[src/hdl/pio_cfg.svh]
/*
   Register map, field layout, reset values and pin options of the
   parallel I/O block. Assumes inclusion by bare name from pio files.
*/
`ifndef PIO_CFG_SVH
`define PIO_CFG_SVH

`define PIO_ADDR_W 5
// address is {port[1:0], register[2:0]}
`define PIO_REG_DATA 3'h0
`define PIO_REG_DIR 3'h1
`define PIO_REG_PULL 3'h2
`define PIO_REG_SLEW 3'h3
`define PIO_REG_DRIVE 3'h4
`define PIO_PORTA_LSB 0
`define PIO_PORTB_LSB 4
`define PIO_PORTC_LSB 12
`define PIO_RST_PINS 16'h0000
`define PIO_RST_BYTE 8'h00
// pins whose input buffer does not exist
`define PIO_OUT_ONLY 16'h0000

`endif

[src/hdl/pio_pkg.sv]
/*
   Types shared by the parallel I/O block files.
   Assumes nothing beyond a SystemVerilog compiler.
*/
package pio_pkg;
   typedef logic [15:0] pio_pins_t;
   typedef logic [7:0] pio_byte_t;
   typedef enum {PIO_PORT_A, PIO_PORT_B, PIO_PORT_C, PIO_PORT_NONE} pio_port_e;
endpackage : pio_pkg

[src/hdl/pio_pin_ctl.sv]
/*
   Per-pin pad control: priority of analog, shared peripheral and GPIO.
   Assumes all inputs are on the mclk domain; purely combinational.
*/
module pio_pin_ctl (
   input wire logic outOnly,
   input wire logic dirBit,
   input wire logic dataBit,
   input wire logic pullEn,
   input wire logic slewEn,
   input wire logic driveHi,
   input wire logic perEn,
   input wire logic perOe,
   input wire logic perDo,
   input wire logic anaEn,
   output logic padOe,
   output logic padOut,
   output logic padIe,
   output logic padPull,
   output logic padSlew,
   output logic padDrive
);
   logic wantOut;

   always_comb begin
      // peripheral owns the output buffer when enabled
      wantOut = perEn ? perOe : dirBit;
      // analog wins over both digital owners
      padOe = wantOut & ~anaEn;
      padOut = perEn ? perDo : dataBit;
      padIe = ~anaEn & ~outOnly;
      padPull = pullEn & ~wantOut & ~anaEn;
      padSlew = slewEn & padOe;
      padDrive = driveHi;
   end
endmodule : pio_pin_ctl

[src/hdl/pio_port.sv]
/*
   Parallel I/O block: three ports, sixteen pins, with data, direction,
   pull-up, slew and drive registers on a plain strobe port.
   Assumes peripheral and analog enables come from mclk-domain logic and
   pad input levels are asynchronous.
*/
// The implementer's own choices: the address-and-strobe port and the placing of the registers.
`include "pio_cfg.svh"

module pio_port (
   input wire logic mclk,
   input wire logic sys_rst,
   input wire logic [`PIO_ADDR_W-1:0] regAddr,
   input pio_pkg::pio_byte_t regWdata,
   input wire logic regWr,
   input wire logic regRd,
   output pio_pkg::pio_byte_t regRdata,
   input pio_pkg::pio_pins_t padIn,
   input pio_pkg::pio_pins_t perEn,
   input pio_pkg::pio_pins_t perOe,
   input pio_pkg::pio_pins_t perDo,
   input pio_pkg::pio_pins_t anaEn,
   output pio_pkg::pio_pins_t padOut,
   output pio_pkg::pio_pins_t padOe,
   output pio_pkg::pio_pins_t padIe,
   output pio_pkg::pio_pins_t padPullup,
   output pio_pkg::pio_pins_t padSlew,
   output pio_pkg::pio_pins_t padHighDrive,
   output pio_pkg::pio_pins_t perDi
);
   import pio_pkg::*;

   pio_pins_t dataQ;
   pio_pins_t dirQ;
   pio_pins_t pullQ;
   pio_pins_t slewQ;
   pio_pins_t drvQ;
   pio_pins_t syncIn;
   pio_pins_t oeD;
   pio_pins_t outD;
   pio_pins_t ieD;
   pio_pins_t pullD;
   pio_pins_t slewD;
   pio_pins_t drvD;
   pio_pins_t inGated;
   pio_pins_t readView;
   pio_port_e port;
   logic [2:0] sel;
   logic hit;
   pio_byte_t rdD;

   function automatic pio_port_e portOf(input logic [`PIO_ADDR_W-1:0] a);
      case (a[4:3])
         2'h0: portOf = PIO_PORT_A;
         2'h1: portOf = PIO_PORT_B;
         2'h2: portOf = PIO_PORT_C;
         default: portOf = PIO_PORT_NONE;
      endcase
   endfunction : portOf

   // port A holds pins 3:0, port B 11:4, port C 15:12
   function automatic pio_byte_t portGet(input pio_pins_t v, input pio_port_e p);
      case (p)
         PIO_PORT_A: portGet = {4'h0, v[`PIO_PORTB_LSB-1:`PIO_PORTA_LSB]};
         PIO_PORT_B: portGet = v[`PIO_PORTC_LSB-1:`PIO_PORTB_LSB];
         PIO_PORT_C: portGet = {4'h0, v[15:`PIO_PORTC_LSB]};
         default: portGet = `PIO_RST_BYTE;
      endcase
   endfunction : portGet

   function automatic pio_pins_t portPut(input pio_pins_t v, input pio_port_e p,
                                         input pio_byte_t b);
      portPut = v;
      case (p)
         PIO_PORT_A: portPut[`PIO_PORTB_LSB-1:`PIO_PORTA_LSB] = b[3:0];
         PIO_PORT_B: portPut[`PIO_PORTC_LSB-1:`PIO_PORTB_LSB] = b;
         PIO_PORT_C: portPut[15:`PIO_PORTC_LSB] = b[3:0];
         default: portPut = v;
      endcase
   endfunction : portPut

   function automatic logic wrHit(input logic we, input logic [`PIO_ADDR_W-1:0] a,
                                  input logic [2:0] r);
      wrHit = we && (portOf(a) != PIO_PORT_NONE) && (a[2:0] == r);
   endfunction : wrHit

   assign port = portOf(regAddr);
   assign sel = regAddr[2:0];
   assign hit = (port != PIO_PORT_NONE) && (sel <= `PIO_REG_DRIVE);

   // data latch keeps its value even while a peripheral owns the pin
   always_ff @(posedge mclk or posedge sys_rst) begin
      if (sys_rst) begin
         dataQ <= `PIO_RST_PINS;
      end else if (wrHit(regWr, regAddr, `PIO_REG_DATA)) begin
         dataQ <= portPut(dataQ, port, regWdata);
      end
   end

   always_ff @(posedge mclk or posedge sys_rst) begin
      if (sys_rst) begin
         dirQ <= `PIO_RST_PINS;
      end else if (wrHit(regWr, regAddr, `PIO_REG_DIR)) begin
         dirQ <= portPut(dirQ, port, regWdata);
      end
   end

   // pin control group has its own writes only
   always_ff @(posedge mclk or posedge sys_rst) begin
      if (sys_rst) begin
         pullQ <= `PIO_RST_PINS;
      end else if (wrHit(regWr, regAddr, `PIO_REG_PULL)) begin
         pullQ <= portPut(pullQ, port, regWdata);
      end
   end

   always_ff @(posedge mclk or posedge sys_rst) begin
      if (sys_rst) begin
         slewQ <= `PIO_RST_PINS;
      end else if (wrHit(regWr, regAddr, `PIO_REG_SLEW)) begin
         slewQ <= portPut(slewQ, port, regWdata);
      end
   end

   always_ff @(posedge mclk or posedge sys_rst) begin
      if (sys_rst) begin
         drvQ <= `PIO_RST_PINS;
      end else if (wrHit(regWr, regAddr, `PIO_REG_DRIVE)) begin
         drvQ <= portPut(drvQ, port, regWdata);
      end
   end

   pio_sync u_sync (
      .mclk(mclk),
      .sys_rst(sys_rst),
      .async(padIn),
      .synced(syncIn)
   );

   localparam pio_pins_t OUT_ONLY = `PIO_OUT_ONLY;

   for (genvar i = 0; i < 16; i++) begin : g_pin
      pio_pin_ctl u_ctl (
         .outOnly(OUT_ONLY[i]),
         .dirBit(dirQ[i]),
         .dataBit(dataQ[i]),
         .pullEn(pullQ[i]),
         .slewEn(slewQ[i]),
         .driveHi(drvQ[i]),
         .perEn(perEn[i]),
         .perOe(perOe[i]),
         .perDo(perDo[i]),
         .anaEn(anaEn[i]),
         .padOe(oeD[i]),
         .padOut(outD[i]),
         .padIe(ieD[i]),
         .padPull(pullD[i]),
         .padSlew(slewD[i]),
         .padDrive(drvD[i])
      );
   end

   // disabled input buffer reads as zero
   assign inGated = syncIn & ieD;
   // direction picks the read source even under a peripheral
   assign readView = (dirQ & dataQ) | (~dirQ & inGated);

   always_comb begin
      rdD = `PIO_RST_BYTE;
      if (regRd && hit) begin
         case (sel)
            `PIO_REG_DATA: rdD = portGet(readView, port);
            `PIO_REG_DIR: rdD = portGet(dirQ, port);
            `PIO_REG_PULL: rdD = portGet(pullQ, port);
            `PIO_REG_SLEW: rdD = portGet(slewQ, port);
            `PIO_REG_DRIVE: rdD = portGet(drvQ, port);
            default: rdD = `PIO_RST_BYTE;
         endcase
      end
   end

   // read data stands for the one cycle after the strobe only
   always_ff @(posedge mclk or posedge sys_rst) begin
      if (sys_rst) begin
         regRdata <= `PIO_RST_BYTE;
      end else begin
         regRdata <= rdD;
      end
   end

   // pad controls registered: one cycle after any cause
   always_ff @(posedge mclk or posedge sys_rst) begin
      if (sys_rst) begin
         padOe <= `PIO_RST_PINS;
         padOut <= `PIO_RST_PINS;
         padIe <= `PIO_RST_PINS;
         padPullup <= `PIO_RST_PINS;
      end else begin
         padOe <= oeD;
         padOut <= outD;
         padIe <= ieD;
         padPullup <= pullD;
      end
   end

   always_ff @(posedge mclk or posedge sys_rst) begin
      if (sys_rst) begin
         padSlew <= `PIO_RST_PINS;
         padHighDrive <= `PIO_RST_PINS;
      end else begin
         padSlew <= slewD;
         padHighDrive <= drvD;
      end
   end

   // peripherals see the same gated level that port reads see on pins with dirQ clear; set pins read the data latch
   always_ff @(posedge mclk or posedge sys_rst) begin
      if (sys_rst) begin
         perDi <= `PIO_RST_PINS;
      end else begin
         perDi <= inGated;
      end
   end
endmodule : pio_port

[src/hdl/pio_sync.sv]
/*
   Two-stage synchroniser for the pad input levels.
   Assumes pad levels are asynchronous to mclk.
*/
module pio_sync (
   input wire logic mclk,
   input wire logic sys_rst,
   input pio_pkg::pio_pins_t async,
   output pio_pkg::pio_pins_t synced
);
   import pio_pkg::*;

   pio_pins_t meta_q;

   // first stage feeds only the second
   always_ff @(posedge mclk or posedge sys_rst) begin
      if (sys_rst) begin
         meta_q <= '0;
         synced <= '0;
      end else begin
         meta_q <= async;
         synced <= meta_q;
      end
   end
endmodule : pio_sync

[config.mk]
export PLATFORM = sky130hd
export DESIGN_NAME = pio_port
export DESIGN_NICKNAME = d
export VERILOG_FILES = /design/src/hdl/pio_pkg.sv /design/src/hdl/pio_pin_ctl.sv /design/src/hdl/pio_port.sv /design/src/hdl/pio_sync.sv
export VERILOG_INCLUDE_DIRS = /design/src /design/src/hdl
export SDC_FILE = /design/constraint.sdc
export NUM_CORES = 1
export LEC_CHECK = 0
export BUFFER_PORTS_ARGS = -buffer_cell sky130_fd_sc_hd__buf_2
export CAP_MARGIN = 20
export CORE_AREA = 4 4 129 131
export CTS_CLUSTER_DIAMETER = 30
export DETAILED_ROUTE_END_ITERATION = 7
export DIE_AREA = 0 0 133 135
export PLACE_DENSITY = 0.84
export SYNTH_ARGS = -nofsm -noshare
export SYNTH_HDL_FRONTEND = slang
export SYNTH_SLANG_ARGS = --single-unit
[constraint.sdc]
create_clock -name mclk -period 12.6 [get_ports mclk]
set_input_delay 2.52 -clock mclk [delete_from_list [all_inputs] [get_ports mclk]]
set_output_delay 2.52 -clock mclk [all_outputs]
set_load 0.02 [all_outputs]
Word level (Yosys, flattened, before mapping). Cells that the tools add are included.

Flip-flop bits (word level): 232. Latch bits: 0. RAM bits: 0. Memory bits (read-only): 0. Bits of input ports: 97. Output and inout port bits: 120. Logic and storage cells: 202. Memories kept: 0.

Add/subtract/negate cells: 0. Multipliers: 0. Divide/modulo/power cells: 0. Magnitude comparators: 1. Equality and inequality tests: 9. Shift operators: 0. Multiplexer cells: 40. Bitwise gates (word level): 101. Reduce and logical (&&, ||, !) cells: 26.

Operators with widths (number): $pmux 8 s3 (5); $and 1x1->1 (64); $and 16x16->16 (3); $pmux 8 s5 (1); $eq 32x1->1 const B (1); $eq 32x2->1 const B (1); $logic_not 32->1 (1); $mux 1 (32); $ne 32x3->1 const B (1); $not 1->1 (32); $reduce_and 2->1 (15); $not 16->16 (1); $or 16x16->16 (1); $logic_and 1x1->1 (8); $mux 8 (1); $eq 3x2->1 const B (2); $pmux 2 s3 (1); $eq 3x1->1 const B (1); $eq 3x3->1 const B (1); $le 3x3->1 const B (1); $logic_not 3->1 (1); $eq 2x1->1 const B (1); $eq 2x2->1 const B (1); $logic_not 2->1 (1).

Longest topological paths before layout.
Depth in word-level cells: 7. Depth in mapped cells: 6. Mapped depth without buffers: 4.

Hierarchy. Synthesis repeated with hierarchy kept, for this count alone.

Cell total of the unflattened synthesis: 625. Area total of the unflattened synthesis: 8833.5 µm².

By module, submodules not included: pio_port (times used 1, cells each 480, area an instance 7188.1 µm², seq. area each 5004.8 µm²); pio_pin_ctl (times used 16, cells each 7, area an instance 52.6 µm², seq. area each 0.0 µm²); pio_sync (times used 1, cells each 33, area an instance 804.5 µm², seq. area each 800.8 µm²).

Least setup slack after synthesis. No wires, ideal clock.

Path kind: input -> register. Start point: input regAddr[4]. End point: register slewQ[10]. Library setup time: 125 ps. Arrival time: 3623 ps. Data required time: 12475 ps. Slack: 8853 ps. Cell stages on the path: 5. Path buffers: 1. Cell sequence: clkbuf_2 and2b_1 nand2_2 nor2_4 mux2_2.

Cells in the longest elaborated chain, start to end: 6. Elaborated cells between the ends (all ways): 9. Classes of those cells: eq/ne: 4; mux: 1; reduce/logical: 4.

RTL lines: start: declaration (line pio_port.sv:13) `` input wire logic [`PIO_ADDR_W-1:0] regAddr, ``; $eq 2x2->1, or another cell as far along (line pio_port.sv:53) `case (a[4:3])`; $pmux 2 s3 (*) (line pio_port.sv:53); $ne 32x3->1 (line pio_port.sv:84) `wrHit = we && (portOf(a) != PIO_PORT_NONE) && (a[2:0] == r);`; $logic_and 1x1->1 (2 in series) (line pio_port.sv:84); $reduce_and 2->1 (no source line) (*); end signal: assignment (line pio_port.sv:119) `` slewQ <= `PIO_RST_PINS; ``; end signal: assignment (line pio_port.sv:121) `slewQ <= portPut(slewQ, port, regWdata);`; end: declaration (line pio_port.sv:36) `pio_pins_t slewQ;`.

Every way passes the cells marked *; elsewhere a longest branch is shown, timed or not. A chain may end at the register's enable or synchronous reset.

==> flow_metrics.py <==
metrics = {
    "sta": {
        "hold_violations": 0,
        "fin_crit_ns": 4.21,
        "skew_ns": 0.0241,
        "rsz0062_at_grt": "no",
        "hold_ws_ns": 0.342,
        "setup_tns_ns": 0,
        "setup_viol": 0,
        "worst_pin_slew_ns": 0.923,
        "setup_slack_ns": 8.39,
        "fmax_mhz": 237,
        "timing.final.crit_share_pct": 33.4,
        "drv_slew": 0,
        "max-slew-margin-rel_pct": 38.4,
    },
    "logic_synthesis": {
        "postSynthAreaPerCell_sq_um": 14.8,
        "seq_area_frac_synth_pct": 66.7,
        "synth_warnings": 0,
        "synth_cell_types": 44,
        "syn_inst": 588,
        "ys.flop_type": "dfrtp_1",
        "synth-edff-count": 0,
        "synth-async-reset-ratio_pct": 100,
        "syn_area_sq_um": 8700,
        "ys_ff_latch": 232,
        "syn_nets": 685,
    },
    "die": {
        "initial_core_util_pct": 55.8,
        "die_w_um": 133,
        "rows": 46,
        "dieArea_sq_um": 18000,
        "core_region_area_sq_um": 15600,
        "die_y_um": 135,
        "ios": 217,
    },
    "setup_path": {
        "crit_fanout": 104,
        "worst-path-buf-inv": 4,
        "slowest_delay_ns": 0.84,
        "crit_top_cell": "buf_4",
        "cp-start-kind": "primary input",
        "critPathSlowestCell": "buf_4",
        "arrival_ns": 4.77,
        "critPathTopFamily": "buffers and inverters",
        "worstPathRequired_ns": 13.16,
        "path_class": "primary input to asynchronous set/reset pin",
        "crit_chain": "buf_2 > inv_8 > buf_4 > buf_4",
        "end_kind": "asynchronous set/reset pin",
    },
    "pwr": {
        "p_seq_share_pct": 42.2,
        "p_sw_w": 0.000550,
        "p_clk_share_pct": 45.8,
        "power.internal_w": 0.00158,
        "power.leakage_nw": 5.64,
        "swShare_pct": 25.8,
        "power_density_nw_per_um2": 190,
        "ir_drop_v": 0.000143,
        "pwr-share-comb_pct": 11.9,
    },
    "global_routing": {
        "gr-total-overflow": 0,
        "grt_first_pass_wirelength_um": 33900,
        "gr-usage-all-layers_pct": 24.2,
        "antenna_found_initial": 2,
        "grt_max_degree": 105,
        "grt_pass1_vias": 6361,
    },
    "routing": {
        "postRouteAntennaNets": 0,
        "drt_wl_total_um": 21400,
        "drcViolationCount": 0,
        "routed_via_density": 5.43,
        "dr.pass1.iters": 4,
        "drtIter0Drc": 325,
        "wl_per_cell_um": 20.0,
        "vias": 5808,
    },
    "final_layout": {
        "synthToLayoutAreaGrowth_pct": 29.0,
        "final_core_util_pct": 71.9,
        "antenna_cells": 0,
        "drive_gt1_share_pct": 48.1,
        "fin_cells": 1069,
        "nets": 925,
    },
    "placed_design": {
        "dpl.cell_count": 1006,
        "io_buffers": 216,
        "dp_slack_ns": 7.75,
        "gp_congestion": 0.875,
        "dp_hpwl_um": 14400,
    },
    "clocking": {
        "clk_pin_slew_ns": 0.05,
        "clockBufferDepth": 3,
        "cts_made_buffers": 36,
        "clk_latency_ns": 0.50,
        "postCtsSetupBuffers": 0,
        "clkSinkCount": 232,
        "ctsHoldBuffers": 0,
        "cts_tree": "yes",
        "ctsResizeCount": 0,
        "ctsRootBufferMaster": "clkbuf_16",
        "h-tree-depth": 2,
    },
    "hold_path": {
        "hp-class": "flop to flop",
    },
    "flow_run": {
        "cap_viol_max_count": 0,
    },
    "run_status": {
        "status": "finished clean",
    },
}
==> synthesized netlist by cell type (2+ instances only) <==
cell / instances / area [sq um]
a211oi_1: 12 / 90.1
nand4_1: 3 / 18.8
nand2b_1: 3 / 18.8
nor2_4: 4 / 45.0
a211o_1: 8 / 70.1
nor2b_1: 16 / 100
nor3b_2: 2 / 25.0
or3b_2: 5 / 43.8
mux2i_1: 25 / 250
nor3b_1: 19 / 143
buf_2: 6 / 30.0
o221ai_1: 3 / 26.3
or3b_1: 2 / 17.5
inv_1: 21 / 78.8
nand3_1: 6 / 30.0
and2b_1: 2 / 15.0
and2_1: 13 / 81.3
dfrtp_1: 232 / 5810
a21oi_1: 7 / 35.0
and3_1: 16 / 100
nand2_1: 16 / 60.1
o21a_1: 4 / 30.0
nor3_1: 4 / 20.0
mux2_2: 112 / 1260
a221o_1: 3 / 30.0
nor2_2: 4 / 25.0
nor2_1: 10 / 37.5
o2bb2ai_1: 8 / 70.1
clkbuf_1: 7 / 26.3
==> through the flow <==
stage	instance area, sq um	power, W
floorplan	8700	0.00106
global placement	10000	0.00115
detailed placement	10000	0.00116
CTS	11200	0.00215
global route	11200	0.00221
finish	11200	0.00213
==> power by group through the flow <==
stage | logic (W) | registers (W) | clock network (W)
5_1_grt | 0.000275 | 0.000911 | 0.00103
3_3_place_gp | 0.000243 | 0.000907 | 0
6_report | 0.000255 | 0.000900 | 0.000976
3_5_place_dp | 0.000253 | 0.000911 | 0
4_1_cts | 0.000257 | 0.000900 | 0.000989
2_1_floorplan | 0.000124 | 0.000933 | 0
==> cell families (layout without fill, tap and decap cells) <==
logic type / Yosys count / after routing / synth area share [%]
flops: 232 / 232 / 66.7
mux: 137 / 137 / 17.4
simple gates: 131 / 131 / 9.58
compound gates: 51 / 51 / 4.57
buf+inv: 37 / 302 / 1.74
==> path summary, 6_finish.rpt <==
check | startpoint | endpoint | slack (ns) | depth (start not counted)
worst max register to register | dirQ[15] | regRdata[3] | 11.05 | 4
max in group mclk | regAddr[3] | drvQ[15] | 8.58 | 5
worst max-delay path | sys_rst | u_sync.synced[6] | 8.39 | 4
worst min register to register | u_sync.meta_q[5] | u_sync.synced[5] | 0.34 | 0
min in group asynchronous | sys_rst | drvQ[9] | 2.16 | 2
worst min-delay path | u_sync.meta_q[5] | u_sync.synced[5] | 0.34 | 0
==> final cells by class <==
type	count	area, sq um
Sequential cell	232	5810
Clock buffer	48	1050
Tap cell	216	270
Fill cell	989	4380
Clock inverter	15	170
Multi-Input combinational cell	319	2740
Inverter	21	86.3
Timing Repair Buffer	218	1100
==> metal layers <==
layer | global-route usage [%] | vias to the layer above | wire length [um]
met1 | 30.8 | 2917 | 8550
met3 | 7.27 | 62 | 1690
li1 | - | 2562 | -
met5 | 0 | - | 20
met4 | 8.66 | 4 | 580
met2 | 40.0 | 263 | 10600
==> layout by cell type, fill, tap and decap left out, drive strengths merged, types with 5 or more instances in the layout <==
master / count
dfrtp: 232
a21oi: 7
nor3b: 21
nor2: 18
mux2i: 25
and2: 13
a211o: 8
nand2: 17
a211oi: 12
buf: 218
and3: 16
or3b: 7
clkinv: 5
inv: 26
o2bb2ai: 8
nand3: 7
mux2: 112
clkbuf: 48
nor3: 5
nor2b: 16
Power figures use the tool's default switching activity.
